### src/hdl/jtx_pkg.sv
// Constants for the transmit link sequencer
package jtx_pkg;
  localparam logic [7:0] K_COMMA    = 8'hBC;
  localparam logic [7:0] R_START    = 8'h1C;
  localparam logic [7:0] Q_CONFIG   = 8'h9C;
  localparam logic [7:0] A_ALIGN    = 8'h7C;
  localparam int         OCTETS     = 4;
  localparam int         WORD_W     = 32;
  localparam int         CFG_OCTETS = 14;
  localparam int         ILAS_MF    = 4;
  localparam int         K_EXTRA_OCTETS = 9;
  localparam int         F_DEF      = 4;
  localparam int         K_DEF      = 16;
  localparam int         LANES_DEF  = 2;
  localparam logic [7:0] SEED_DEF   = 8'h00;
  typedef enum logic [1:0] {JTX_ST_CGS, JTX_ST_KTAIL, JTX_ST_ILAS, JTX_ST_DATA} jtx_state_t;
endpackage : jtx_pkg

### src/hdl/jtx_lane_word.sv
// One lane's octet multiplexer with per-octet control flags
module jtx_lane_word
  import jtx_pkg::*;
(
  // Clock and reset
  input  wire logic              ref_clk,
  input  wire logic              rst,
  // Selection
  input  wire jtx_state_t        state,
  input  wire logic [4*8-1:0]    ilas_octets,
  input  wire logic [3:0]        ilas_ctrl,
  input  wire logic [31:0]       user_word,
  // Lane output
  output logic [31:0]            word_ff,
  output logic [3:0]             ctrl_ff
);
  wire logic [31:0] nxt_word;
  wire logic [3:0]  nxt_ctrl;
  wire logic        send_k;

  assign send_k   = (state == JTX_ST_CGS) || (state == JTX_ST_KTAIL);
  assign nxt_word = send_k ? {OCTETS{K_COMMA}} :
                    (state == JTX_ST_ILAS) ? ilas_octets : user_word;
  assign nxt_ctrl = send_k ? 4'hF :
                    (state == JTX_ST_ILAS) ? ilas_ctrl : 4'h0;

  always_ff @(posedge ref_clk or posedge rst) begin
    if (rst) begin
      word_ff <= {OCTETS{K_COMMA}};
      ctrl_ff <= 4'hF;
    end else begin
      word_ff <= nxt_word;
      ctrl_ff <= nxt_ctrl;
    end
  end
endmodule : jtx_lane_word

### src/hdl/jtx_link_seq.sv
// Transmit link sequencer: comma sync, lane alignment, then user data
//
// Behaviour
// - Sync request answered with commas on all lanes
// - Every octet is K28.5 during sync request
// - Each lane word is 32 bits, four octets
// - Control flag set for control characters only
// - Commas continue one frame plus nine octets, rounded up to whole four-octet words
// - R character starts each alignment multiframe
// - A character ends each alignment multiframe
// - Error output asserts only on link error
// - Q follows R in second multiframe
// - Second multiframe carries fourteen config octets
// - User data right after fourth multiframe
module jtx_link_seq
  import jtx_pkg::*;
#(
  parameter int LANES = LANES_DEF,
  parameter int F     = F_DEF,
  parameter int K     = K_DEF
) (
  // Clock and reset
  input  wire logic                 ref_clk,
  input  wire logic                 rst,
  // Receiver sync request, active low
  input  wire logic                 sync_n,
  // Link configuration octets, 14 per lane, octet 0 in low bits
  input  wire logic [LANES*112-1:0] cfg_octets,
  // Transport layer data
  input  wire logic [LANES*32-1:0]  user_data,
  output logic                      user_ready,
  // Lane outputs
  output logic [LANES*32-1:0]       lane_tx_octet_bus,
  output logic [LANES*4-1:0]        lane_ctrl_char_flags,
  // Error indication
  output logic                      tx_link_error_irq
);
  // ==========================================================
  // Octet counting
  localparam int MF_OCT   = F * K;
  localparam int MF_WORDS = MF_OCT / OCTETS;
  localparam int KT_WORDS = (F + K_EXTRA_OCTETS + OCTETS - 1) / OCTETS;
  localparam int ILAS_WORDS = ILAS_MF * MF_WORDS;

  jtx_state_t  state_ff;
  jtx_state_t  nxt_state;
  logic [15:0] cnt_ff;
  logic [15:0] nxt_cnt;
  logic        err_ff;
  wire logic   ktail_done;
  wire logic   ilas_done;
  wire logic   sync_lost;

  assign ktail_done = (cnt_ff == 16'(KT_WORDS - 1));
  assign ilas_done  = (cnt_ff == 16'(ILAS_WORDS - 1));
  assign sync_lost  = !sync_n && (state_ff == JTX_ST_DATA);

  always_comb begin
    nxt_state = state_ff;
    nxt_cnt   = cnt_ff + 16'h0001;
    case (state_ff)
      JTX_ST_CGS: begin
        nxt_cnt = 16'h0000;
        if (sync_n) nxt_state = JTX_ST_KTAIL;
      end
      JTX_ST_KTAIL: begin
        if (!sync_n) begin
          nxt_state = JTX_ST_CGS;
          nxt_cnt   = 16'h0000;
        end else if (ktail_done) begin
          nxt_state = JTX_ST_ILAS;
          nxt_cnt   = 16'h0000;
        end
      end
      JTX_ST_ILAS: begin
        if (!sync_n) begin
          nxt_state = JTX_ST_CGS;
          nxt_cnt   = 16'h0000;
        end else if (ilas_done) begin
          nxt_state = JTX_ST_DATA;
          nxt_cnt   = 16'h0000;
        end
      end
      JTX_ST_DATA: begin
        nxt_cnt = 16'h0000;
        if (!sync_n) nxt_state = JTX_ST_CGS;
      end
      default: begin
        nxt_state = JTX_ST_CGS;
        nxt_cnt   = 16'h0000;
      end
    endcase
  end

  always_ff @(posedge ref_clk or posedge rst) begin
    if (rst) begin
      state_ff <= JTX_ST_CGS;
      cnt_ff   <= 16'h0000;
      err_ff   <= 1'b0;
    end else begin
      state_ff <= nxt_state;
      cnt_ff   <= nxt_cnt;
      err_ff   <= err_ff | sync_lost;
    end
  end

  assign tx_link_error_irq = err_ff;
  assign user_ready        = (state_ff == JTX_ST_DATA) && sync_n;

  // ==========================================================
  // Alignment sequence octet positions
  wire logic [15:0] word_in_mf;
  wire logic [15:0] mf_idx;
  wire logic        mf_first;
  wire logic        mf_last;
  wire logic        cfg_mf;

  assign word_in_mf = cnt_ff % 16'(MF_WORDS);
  assign mf_idx     = cnt_ff / 16'(MF_WORDS);
  assign mf_first   = (word_in_mf == 16'h0000);
  assign mf_last    = (word_in_mf == 16'(MF_WORDS - 1));
  assign cfg_mf     = (mf_idx == 16'h0001);

  // ==========================================================
  // Per-lane word build
  genvar gl;
  genvar go;
  generate
    for (gl = 0; gl < LANES; gl++) begin : g_lane
      wire logic [31:0] ilas_w;
      wire logic [3:0]  ilas_k;
      for (go = 0; go < OCTETS; go++) begin : g_oct
        wire logic [15:0] pos;
        wire logic [15:0] cfg_i;
        wire logic        is_r;
        wire logic        is_q;
        wire logic        is_a;
        wire logic        is_cfg;
        assign pos    = 16'(word_in_mf * 16'(OCTETS) + 16'(go));
        assign is_r   = mf_first && (go == 0);
        assign is_q   = cfg_mf && mf_first && (go == 1);
        assign is_a   = mf_last && (go == OCTETS - 1);
        assign cfg_i  = pos - 16'h0002;
        assign is_cfg = cfg_mf && (pos >= 16'h0002)
                        && (pos < 16'(CFG_OCTETS + 2));
        assign ilas_w[go*8 +: 8] = is_r ? R_START :
                                   is_q ? Q_CONFIG :
                                   is_a ? A_ALIGN :
                                   is_cfg ? cfg_octets[gl*112 + cfg_i[3:0]*8 +: 8] :
                                   8'(pos);
        assign ilas_k[go] = is_r || is_q || is_a;
      end
      jtx_lane_word u_word (
        .ref_clk     (ref_clk),
        .rst         (rst),
        .state       (state_ff),
        .ilas_octets (ilas_w),
        .ilas_ctrl   (ilas_k),
        .user_word   (user_data[gl*32 +: 32]),
        .word_ff     (lane_tx_octet_bus[gl*32 +: 32]),
        .ctrl_ff     (lane_ctrl_char_flags[gl*4 +: 4])
      );
    end
  endgenerate

  // ==========================================================
  // Comma tail length check
  logic [15:0]      k_run_ff;
  wire logic [15:0] nxt_k_run;
  wire logic        lane0_k;

  assign lane0_k   = (lane_tx_octet_bus[31:0] == {OCTETS{K_COMMA}});
  assign nxt_k_run = !sync_n ? 16'h0000 :
                     (lane0_k && (k_run_ff != 16'hFFFF)) ? k_run_ff + 16'h0001 : k_run_ff;

  always_ff @(posedge ref_clk or posedge rst) begin
    if (rst) begin
      k_run_ff <= 16'h0000;
    end else begin
      k_run_ff <= nxt_k_run;
    end
  end

  // ==========================================================
  // Checks
  a_cgs_commas: assert property (@(posedge ref_clk) disable iff (rst)
    (state_ff == JTX_ST_CGS) |=> (lane_tx_octet_bus[31:0] == {4{K_COMMA}})
      && (lane_ctrl_char_flags[3:0] == 4'hF))
    else $error("comma not sent during sync request");
  a_sync_to_cgs: assert property (@(posedge ref_clk) disable iff (rst)
    !sync_n |=> (state_ff == JTX_ST_CGS))
    else $error("sync request not answered");
  a_ktail_len: assert property (@(posedge ref_clk) disable iff (rst)
    (sync_n && $past(lane0_k) && (lane_tx_octet_bus[7:0] == R_START)
      && lane_ctrl_char_flags[0])
      |-> (k_run_ff * 16'(OCTETS)) >= 16'(F + K_EXTRA_OCTETS))
    else $error("comma tail too short");
  a_ktail_commas: assert property (@(posedge ref_clk) disable iff (rst)
    (state_ff == JTX_ST_KTAIL) |=> (lane_tx_octet_bus[31:0] == {4{K_COMMA}})
      && (lane_ctrl_char_flags[3:0] == 4'hF))
    else $error("comma tail broken");
  a_ilas_entry: assert property (@(posedge ref_clk) disable iff (rst)
    (state_ff == JTX_ST_ILAS && $past(state_ff) == JTX_ST_KTAIL)
      |-> $past(cnt_ff) == 16'(KT_WORDS - 1))
    else $error("alignment started early");
  a_r_start: assert property (@(posedge ref_clk) disable iff (rst)
    (state_ff == JTX_ST_ILAS && mf_first)
      |=> lane_tx_octet_bus[7:0] == R_START && lane_ctrl_char_flags[0])
    else $error("missing R at multiframe start");
  a_a_end: assert property (@(posedge ref_clk) disable iff (rst)
    (state_ff == JTX_ST_ILAS && mf_last)
      |=> lane_tx_octet_bus[31:24] == A_ALIGN && lane_ctrl_char_flags[3])
    else $error("missing A at multiframe end");
  a_q_second: assert property (@(posedge ref_clk) disable iff (rst)
    (state_ff == JTX_ST_ILAS && cfg_mf && mf_first)
      |=> lane_tx_octet_bus[15:8] == Q_CONFIG)
    else $error("missing Q in second multiframe");
  a_data_follows: assert property (@(posedge ref_clk) disable iff (rst)
    (state_ff == JTX_ST_ILAS && ilas_done && sync_n)
      |=> state_ff == JTX_ST_DATA ##1 lane_ctrl_char_flags[3:0] == 4'h0)
    else $error("user data not immediate");
  a_err_quiet: assert property (@(posedge ref_clk) disable iff (rst)
    $rose(tx_link_error_irq) |-> ($past(state_ff) == JTX_ST_DATA) && !$past(sync_n))
    else $error("error output without cause");
  a_err_raise: assert property (@(posedge ref_clk) disable iff (rst)
    (state_ff == JTX_ST_DATA && !sync_n) |=> tx_link_error_irq)
    else $error("lost sync not reported");
endmodule : jtx_link_seq

### config.mk
export PLATFORM = sky130hd
export DESIGN_NAME = jtx_link_seq
export DESIGN_NICKNAME = d
export VERILOG_FILES = /design/src/hdl/jtx_pkg.sv /design/src/hdl/jtx_lane_word.sv /design/src/hdl/jtx_link_seq.sv
export SDC_FILE = /design/constraint.sdc
export NUM_CORES = 1
export LEC_CHECK = 0
export BUFFER_PORTS_ARGS = -buffer_cell sky130_fd_sc_hd__buf_2
export CAP_MARGIN = 0
export CORE_AREA = 4 4 140 142
export CTS_CLUSTER_DIAMETER = 40
export DETAILED_ROUTE_END_ITERATION = 8
export DIE_AREA = 0 0 144 146
export PLACE_DENSITY = 0.7
export SLEW_MARGIN = 20
export SYNTH_ARGS = -nofsm -noshare
export SYNTH_HDL_FRONTEND = slang
export SYNTH_SLANG_ARGS = --single-unit
### constraint.sdc
create_clock -name ref_clk -period 3.3 [get_ports ref_clk]
set_input_delay 0.165 -clock ref_clk [delete_from_list [all_inputs] [get_ports ref_clk]]
set_output_delay 0.165 -clock ref_clk [all_outputs]
set_load 0.01 [all_outputs]
==> flow_summary.toml, run 1 <==
[status]
outcome = "finished clean"

[clock_network]
cts_root_buf = "clkbuf_16"
cts_setup_buffers = 0
clk_pin_slew_worst_paths_ps = 60
htreeDepth = 3
cts_inserted_buffers = 9
cts_sinks = 87
cts_resized = 0
clock_path_buffers = 2
clock_latency_ps = 350
cts_tree = "yes"

[floorplan]
die-area_sq_um = 21000
pin_count = 365
core_sq_um = 18500
die_h_microns = 146
dieWidth_microns = 144
row_count = 50
start_util_pct = 28.9

[drt]
wire_per_inst_microns = 21.3
drt-total-wl_microns = 23600
dr.first_iter.drc_count = 272
drt_pass1_iterations = 4
num_vias = 5593
antenna_left = 0
drc = 0
vias_per_cell = 5.05

[cells_and_area]
layout-drive-gt1-share_pct = 57.4
ff_latch_area_sq_um = 2240
fin_util_pct = 42.0
multi_input_area_sq_um = 2850
fin_nets = 1159
nFillCells = 1855
area.growth.synth_to_final_pct = 45.1

[power]
p_leak_nw = 3.49
power-per-cell-area_nw_per_um2 = 356
ir_drop_mv = 0.228

[placed_design]
gp_congestion = 0.836
dpl.hpwl_microns = 18300
portBuffers = 364

[min_path]
hold_depth = 3
hp-start = "user_data[57]"
worst_hold_path_type = "in2reg"
min_to = "g_lane[1].u_word.word_ff[25]"

[setup_path]
required_ps = 3490
rr_endpoint = "cnt_ff[12]"
rrSetupSlack_ps = 740
cp_max_fo = 16
crit_type = "reg2reg"
arrival_ps = 2750
cp-start-kind = "register"
r2r_start = "cnt_ff[11]"
endpoint_kind = "register"
reg2reg_depth = 5

[logic_synthesis]
async_reset_ff_share_pct = 100
synth_top_family_by_area = "multiplexers"
netlist_instances = 515
synth_compound_area_share_pct = 12.1
synthSimpleGateAreaFrac_pct = 14.8
synth_xor_area_share_pct = 2.30
synth_area_sq_um = 5340
synthAdderAreaFrac_pct = 0.469
synth_cell_types = 42
ys_seq_elements = 87
syn_avg_cell_area_sq_um = 10.4
synth_nets = 808
synth-main-ff-cell = "dfstp_2"
synth_warnings = 0
synthMuxAreaShare_pct = 23.6
ys_seq_area_share_pct = 41.8
synth_edf_count = 0

[grt]
grt_max_degree = 44
grt_overflow = 0
antenna_found_initial = 4
grt_pass1_vias = 6005
grt_pass1_wl_microns = 34200
grt_usage_pct = 21.7

[sta]
fin_crit_sh_pct = 77.6
setup_viol = 0
max_freq_ghz = 0.391
rsz0062_at_grt = "false"
finalCriticalPeriod_ps = 2560
relSlewSlack_pct = 44.0
finalSetupTns_ps = 0
skew_ps = 12.8
hold_violations = 0
maxSlewViolCount = 0
worst_slew_pin_slew_ps = 841

[flow_run]
maxCapViolations = 0
[worst max-delay path: stages (launching register included)]
cell and delay, ps:
dfrtp_1 420, or4_4 530, nor4_1 370, nand4_1 240, a32oi_2 720, nor2_1 130
[flip-flops by register name (all words and copies together) (netlist names)]
register and cells:
state_ff 2, cnt_ff 16, g_lane.u_word.ctrl_ff 4, g_lane.u_word.word_ff 64, tx_link_error_irq 1
[stage by stage]
step | worst slack (ps) | std cells | cell area [sq um] | total power, W | hold slack (ps)
2_1_floorplan | 747 | 515 | 5340 | 0.00134 | 265
3_3_place_gp | 767 | 1088 | 7390 | 0.00160 | 247
3_5_place_dp | 709 | 1088 | 7390 | 0.00160 | 246
4_1_cts | 693 | 1105 | 7740 | 0.00279 | 12.3
5_1_grt | 570 | 1107 | 7740 | 0.00288 | 38.0
6_report | 741 | 1107 | 7740 | 0.00276 | 27.5
[cell usage after synthesis (2+ instances only)]
master     count  area [sq um]
nor2b_1        2          12.5
o21a_1         3          22.5
buf_6          3          33.8
o22ai_1        2          12.5
buf_1          4          15.0
dfrtp_1       43          1080
nand2_1       62           233
nor2_1        70           263
or4_4          2          22.5
a21oi_1       51           255
mux4_2        47          1060
mux2_2         3          33.8
xor2_1         9          78.8
nor3b_1        3          22.5
a31oi_1       10          62.6
buf_2         11          55.1
o2bb2ai_1      6          52.6
a32o_1         2          20.0
xnor2_1        5          43.8
nand4_1        5          31.3
o21bai_1       5          37.5
clkbuf_1      21          78.8
dfstp_2       44          1160
o21ai_0       22           110
o211ai_1       2          15.0
nand3_1       28           140
buf_4          5          37.5
mux2i_1       17           170
and3_1         3          18.8
ha_1           2          25.0
inv_1         10          37.5
nor3_1         3          15.0
[area by class of cell]
cell class	instances	area share, %
timing repair buffer	384	25.5
clock buffer	14	3.67
clock inverter	2	0.775
antenna	2	0.0646
sequential	87	28.9
tap	234	3.78
multi-input combinational	374	36.8
inverter	10	0.517
[metal layers]
layer,share of wire (%),GRT usage (%)
met5,0.11,0
met4,2.6,7.63
met3,7.6,4.63
met2,50,37.2
met1,40,26.8
[power by group]
part	leakage, nW	switching (W)	internal [W]
registers	1.05	0.00000354	0.00108
logic	2.27	0.000231	0.000270
clock network	0.169	0.000428	0.000747
[logic make-up (layout without fill, tap and decap cells)]
kind of cell,count (synthesis),in the layout
adders and majority gates,2,2
other,0,2
AOI/OAI and AO/OA,109,109
muxes,67,67
and+or+nand+nor,182,182
xor gates and xnor gates,14,14
buffers and inverters,54,410
DFF,87,87
[cell usage in the layout (no fill, tap or decap), types with 4 or more instances in the layout]
| cell type | n |
|---|---|
| mux2i_1 | 17 |
| mux4_2 | 47 |
| dfstp_2 | 44 |
| nand3_1 | 28 |
| o21bai_1 | 5 |
| a21oi_1 | 51 |
| nor2_1 | 70 |
| a31oi_1 | 10 |
| nand2_1 | 62 |
| inv_1 | 9 |
| clkbuf_8 | 4 |
| buf_4 | 19 |
| buf_2 | 364 |
| clkbuf_16 | 9 |
| xnor2_1 | 5 |
| nand4_1 | 5 |
| o2bb2ai_1 | 6 |
| dfrtp_1 | 41 |
| xor2_1 | 9 |
| o21ai_0 | 22 |
[timing repair]
item | 4_1_cts | 5_1_grt
endpoints found under the setup margin | 0 | 0
hold buffers | 1 | 0
endpoints found under the hold margin | 25 | 0
[how the worst max path moves through the flow]
stage | startpoint | to | slack [ps] | cells after the start
3_5_place_dp | cnt_ff[6] | g_lane[1].u_word.word_ff[7] | 710 | 5
2_1_floorplan | cnt_ff[0] | g_lane[0].u_word.word_ff[14] | 750 | 8
5_1_grt | cnt_ff[11] | cnt_ff[12] | 570 | 5
4_1_cts | cnt_ff[6] | g_lane[1].u_word.word_ff[7] | 690 | 5
3_3_place_gp | cnt_ff[6] | g_lane[1].u_word.word_ff[7] | 770 | 5
6_report | cnt_ff[11] | cnt_ff[12] | 740 | 5
No activity file was read; power rests on OpenSTA's default activity.
==> run 2, diff against run 1 <==
Clock period 3.3 ns to 2.6 ns, I/O delays scaled along.
==> run 2 against run 1 <==
- core utilization increased by 0.81 points
- sequential cell count stayed put
- global-route usage down 0.21 points
- die area stayed put
- count of clock-buffer cells in the layout decreased by 3
- worst hold slack lost 4.8 ps
- clock skew shrank 1.8 ps
- combinational power is 31% higher
- first-iteration DRC count up 14%
- largest power group unchanged
==> flow_summary.toml, run 2 (synthesis gave the netlist of run 1 again) <==
[power]
power-per-cell-area_nw_per_um2 = 437
power.share.clock_pct = 41.3
comb_power_share_pct = 18.9
p_seq_share_pct = 39.8
ir_drop_mv = 0.290
swShare_pct = 24.8
p_leak_nw = 3.56
switching_power_w = 0.000855
intPower_w = 0.00260

[cells_and_area]
ff_latch_area_sq_um = 2240
nFillCells = 1814
layout_commonest_cell = "buf_2"
area.growth.synth_to_final_pct = 47.9
layout-drive-gt1-share_pct = 57.3
reg.largest.list = "g_lane.u_word.word_ff (64), cnt_ff (16), g_lane.u_word.ctrl_ff (4)"
fin_util_pct = 42.8
final_cell_mix = "364 x buf_2, 70 x nor2_1, 62 x nand2_1, 51 x a21oi_1, 47 x mux4_2"
multi_input_area_sq_um = 2850
fin_nets = 1177
final_cells = 1124
largest_reg_flops = 64
largest_register = "g_lane.u_word.word_ff"

[grt]
grt_pass1_vias = 5969
grt_usage_pct = 21.5
grt_pass1_wl_microns = 34400
grt_max_degree = 37
antenna_found_initial = 2
grt_overflow = 0

[drt]
drt_pass1_iterations = 5
antenna_left = 0
drc = 0
vias_per_cell = 5.04
num_vias = 5665
dr.first_iter.drc_count = 311
drt-total-wl_microns = 23400
wire_per_inst_microns = 20.8

[floorplan]
dieWidth_microns = 144
pin_count = 365
row_count = 50
die-area_sq_um = 21000
start_util_pct = 28.9
die_h_microns = 146
core_sq_um = 18500

[setup_path]
rrSetupSlack_ps = 390
required_ps = 2820
crit_type = "reg2reg"
arrival_ps = 2430
startpoint = "cnt_ff[10]"
crit_end = "cnt_ff[8]"
endpoint_kind = "register"
cp-start-kind = "register"
cp_max_fo = 16
rr_endpoint = "cnt_ff[8]"
r2r_start = "cnt_ff[10]"
reg2reg_depth = 6

[sta]
relSlewSlack_pct = 45.1
fin_crit_sh_pct = 84.9
hold_violations = 0
finalCriticalPeriod_ps = 2210
worst_slew_pin_slew_ps = 817
max_freq_ghz = 0.453
finalSetupTns_ps = 0
setup_viol = 0
rsz0062_at_grt = "false"
skew_ps = 10.9
fin_ws_ps = 393
maxSlewViolCount = 0

[placed_design]
portBuffers = 364
place_ws_ps = 459
gp_congestion = 0.854
dpl.hpwl_microns = 18600
dp_cells = 1097

[clock_network]
cts_sinks = 87
clock_path_buffers = 2
cts_resized = 0
clock_latency_ps = 340
cts_setup_buffers = 0
cts_tree = "yes"
clk_pin_slew_worst_paths_ps = 60
cts_root_buf = "clkbuf_16"
htreeDepth = 3
cts_inserted_buffers = 9

[flow_run]
maxCapViolations = 0

[min_path]
hold_depth = 3
worst_hold_path_type = "in2reg"

[status]
outcome = "finished clean"
-- run 2: cell count changes in the layout (fill, tap and decap cells not counted) --
cell,previous run,this run
dlygate4sd3_1,1,10
buf_4,19,27
clkbuf_8,4,1
clkinvlp_4,0,3
buf_12,0,1
diode_2,2,1
-- run 2: repair_timing --
| item | in CTS | in global routing |
|---|---|---|
| hold endpoints to repair | 28 | 0 |
| hold buffers | 10 | 0 |
| endpoints found under the setup margin | 0 | 0 |
-- run 2: worst min-delay path by stage --
stage / startpoint / end / slack (ps)
2_1_floorplan: sync_n / tx_link_error_irq / 230
3_3_place_gp: rst / g_lane[1].u_word.word_ff[0] / 180
3_5_place_dp: rst / g_lane[1].u_word.word_ff[0] / 180
4_1_cts: user_data[10] / g_lane[0].u_word.word_ff[10] / 7
5_1_grt: user_data[42] / g_lane[1].u_word.word_ff[10] / 7
6_report: user_data[10] / g_lane[0].u_word.word_ff[10] / 20
-- run 2: worst max-delay path: stages, from the launching register on --
cell and delay, ps:
dfrtp_1 400, or4_4 550, nor4_1 370, nand4_1 240, a32oi_2 220, buf_4 240, nor2_1 80
-- run 2: stage by stage --
| step | power (W) | cell area [sq um] | hold WS (ps) |
|---|---|---|---|
| after floorplan | 0.00170 | 5340 | 230 |
| after global placement | 0.00203 | 7470 | 180 |
| after detailed placement | 0.00204 | 7470 | 182 |
| after CTS | 0.00350 | 7890 | 7.01 |
| after global routing | 0.00362 | 7890 | 6.82 |
| final | 0.00345 | 7890 | 22.7 |
-- run 2: layout make-up --
class	instances	share of cell area (%)
Sequential cell	87	28.3
Tap cell	234	3.71
Multi-Input combinational cell	374	36.1
Clock buffer	11	3.07
Timing Repair Buffer	402	27.2
Antenna cell	1	0.0317
Inverter	10	0.507
Clock inverter	5	1.05
-- run 2: power groups by stage --
stage	clock network (W)	registers (W)	logic, W
finish	0.00142	0.00137	0.000654
global route	0.00153	0.00137	0.000713
CTS	0.00147	0.00137	0.000659
detailed placement	0	0.00140	0.000644
global placement	0	0.00140	0.000634
floorplan	0	0.00140	0.000308
-- run 2: routing by layer --
| metal | wire length (microns) | track usage, % | share of wire, % |
|---|---|---|---|
| met3 | 1790 | 4.30 | 7.7 |
| met1 | 9350 | 27.2 | 40 |
| met5 | 12 | 0 | 0.051 |
| met2 | 12000 | 38.2 | 51 |
| met4 | 222 | 3.72 | 0.95 |
==> run 3, diff against run 2 <==
Clock period 2.6 ns to 2.3 ns, I/O delays scaled along.
==> run 3 against run 2 <==
- first-iteration DRC count decreased by 28%
- non-clock buffer count increased by 27
- die area unchanged
- worst setup slack got worse by 250 ps
- critical path depth decreased by 2
- worst hold slack got worse by 18 ps
- core utilization increased by 1.5 points
- combinational power increased by 19%
- global-route usage increased by 0.69 points
- sequential share of layout area decreased by 0.95 points
- final area increased by 3.5%
==> flow_summary.toml, run 3 (synthesis gave the netlist of run 1 again) <==
[status]
outcome = "finished clean"

[clock_network]
clk_pin_slew_worst_paths_ps = 70
cts_inserted_buffers = 9
clock_path_buffers = 2
cts_root_buf = "clkbuf_16"
cts_setup_buffers = 0
cts_tree = "yes"
htreeDepth = 3
cts_sinks = 87
clock_latency_ps = 350

[cells_and_area]
largest_reg_flops = 64
final_cells = 1155
fin_nets = 1204
final_cell_mix = "364 x buf_2, 70 x nor2_1, 62 x nand2_1, 51 x a21oi_1, 47 x mux4_2"
fin_util_pct = 44.3
nFillCells = 1846
largest_register = "g_lane.u_word.word_ff"
reg.largest.list = "g_lane.u_word.word_ff (64), cnt_ff (16), g_lane.u_word.ctrl_ff (4)"
finalInstanceArea_sq_um = 8170
area.growth.synth_to_final_pct = 53.0
layout-drive-gt1-share_pct = 56.1
layout_commonest_cell = "buf_2"

[placed_design]
dpl.hpwl_microns = 18700
gp_congestion = 0.866
dp_cells = 1100
postPlaceCellArea_sq_um = 7510
portBuffers = 364

[grt]
grt_max_degree = 57
grt_usage_pct = 22.2
grt_pass1_vias = 6128
grt_pass1_wl_microns = 35300
use_met3_pct = 5.88
antenna_found_initial = 8
use_met1_pct = 26.7
top_usage_layer = "met2"
grt_use_met2_pct = 39.0
grt_overflow = 0

[setup_path]
crit_type = "reg2reg"
endpoint_kind = "register"
arrival_ps = 2390
required_ps = 2530
cp-start-kind = "register"
cp_max_fo = 6

[drt]
drt-total-wl_microns = 24200
antenna_left = 0
wire_per_inst_microns = 20.9
num_vias = 5796
drt_pass1_iterations = 5
drc = 0
dr.first_iter.drc_count = 225
vias_per_cell = 5.02

[power]
power-per-cell-area_nw_per_um2 = 466
switching_power_w = 0.00105
intPower_w = 0.00276
p_seq_share_pct = 40.7
power.share.clock_pct = 38.8
comb_power_share_pct = 20.5
ir_drop_mv = 0.415
swShare_pct = 27.5
p_total_w = 0.00381
p_leak_nw = 3.68

[sta]
setup_viol = 0
skew_ps = 11.0
relSlewSlack_pct = 45.2
hold_violations = 0
finalSetupTns_ps = 0
rsz0062_at_grt = "false"
finalCriticalPeriod_ps = 2160
worst_slew_pin_slew_ps = 819
maxSlewViolCount = 0
fin_crit_sh_pct = 94.0
max_freq_ghz = 0.463

[floorplan]
row_count = 50
core_sq_um = 18500
die-area_sq_um = 21000
die_h_microns = 146
start_util_pct = 28.9
pin_count = 365
dieWidth_microns = 144

[min_path]
worst_hold_path_type = "in2reg"

[flow_run]
maxCapViolations = 0
run 3: cell types whose count changed in the layout (fill, tap and decap cells not counted), sizes merged:
cell / delta
bufinv: -2
buf: +3
dlygate4sd3: +24
clkinvlp: -2
inv: +3
diode: +4
clkbuf: -1
clkinv: +2
run 3: final cells by class:
class	count	area, sq um	area share (%)
Multi-Input combinational cell	374	2860	35.0
Sequential cell	87	2240	27.4
Clock inverter	6	51.3	0.628
Tap cell	234	293	3.59
Inverter	10	40.0	0.490
Timing Repair Buffer	429	2440	29.8
Clock buffer	10	239	2.93
Antenna cell	5	12.5	0.153
run 3: power groups by stage:
stage | Sequential, W | Combinational, W | Clock [W]
after floorplan | 0.00158 | 0.000354 | 0
after global placement | 0.00158 | 0.000727 | 0
after detailed placement | 0.00158 | 0.000739 | 0
after CTS | 0.00155 | 0.000788 | 0.00152
after global routing | 0.00155 | 0.000845 | 0.00158
final | 0.00155 | 0.000781 | 0.00147
run 3: critical path, stage by stage (launching register included):
cell and delay (ps):
dfrtp_1 430, or4_4 570, and4bb_2 380, nand2b_1 240, o311ai_0 440
run 3: repair_timing:
action                                  in CTS  in global routing
hold endpoints to repair                    50                  0
endpoints found under the setup margin       0                  8
gates resized for setup                      0                  2
hold buffers                                34                  0
run 3: worst paths after layout:
path	slack, ps	cells after the start	start	endpoint
worst max-delay path	140	4	cnt_ff[6]	g_lane[1].u_word.word_ff[7]
min in group asynchronous	340	3	rst	g_lane[1].u_word.word_ff[22]
worst min-delay path	5	2	user_data[40]	g_lane[1].u_word.word_ff[8]
max in group asynchronous	1220	4	rst	g_lane[0].u_word.word_ff[27]
worst max register to register	140	4	cnt_ff[6]	g_lane[1].u_word.word_ff[7]
worst min register to register	480	1	tx_link_error_irq	tx_link_error_irq
run 3: per-stage QoR:
step | hold slack, ps | worst slack, ps
2_1_floorplan | 215 | 7.62
3_3_place_gp | 148 | 195
3_5_place_dp | 153 | 133
4_1_cts | 0.458 | 110
5_1_grt | 3.05 | 31.6
6_report | 4.78 | 138
run 3: metal layers:
metal / routed length (microns) / vias to the layer above
met3: 2030 / 27
met2: 12500 / 255
li1: - / 2676
met1: 9310 / 2832
met4: 323 / 6
met5: 34 / -
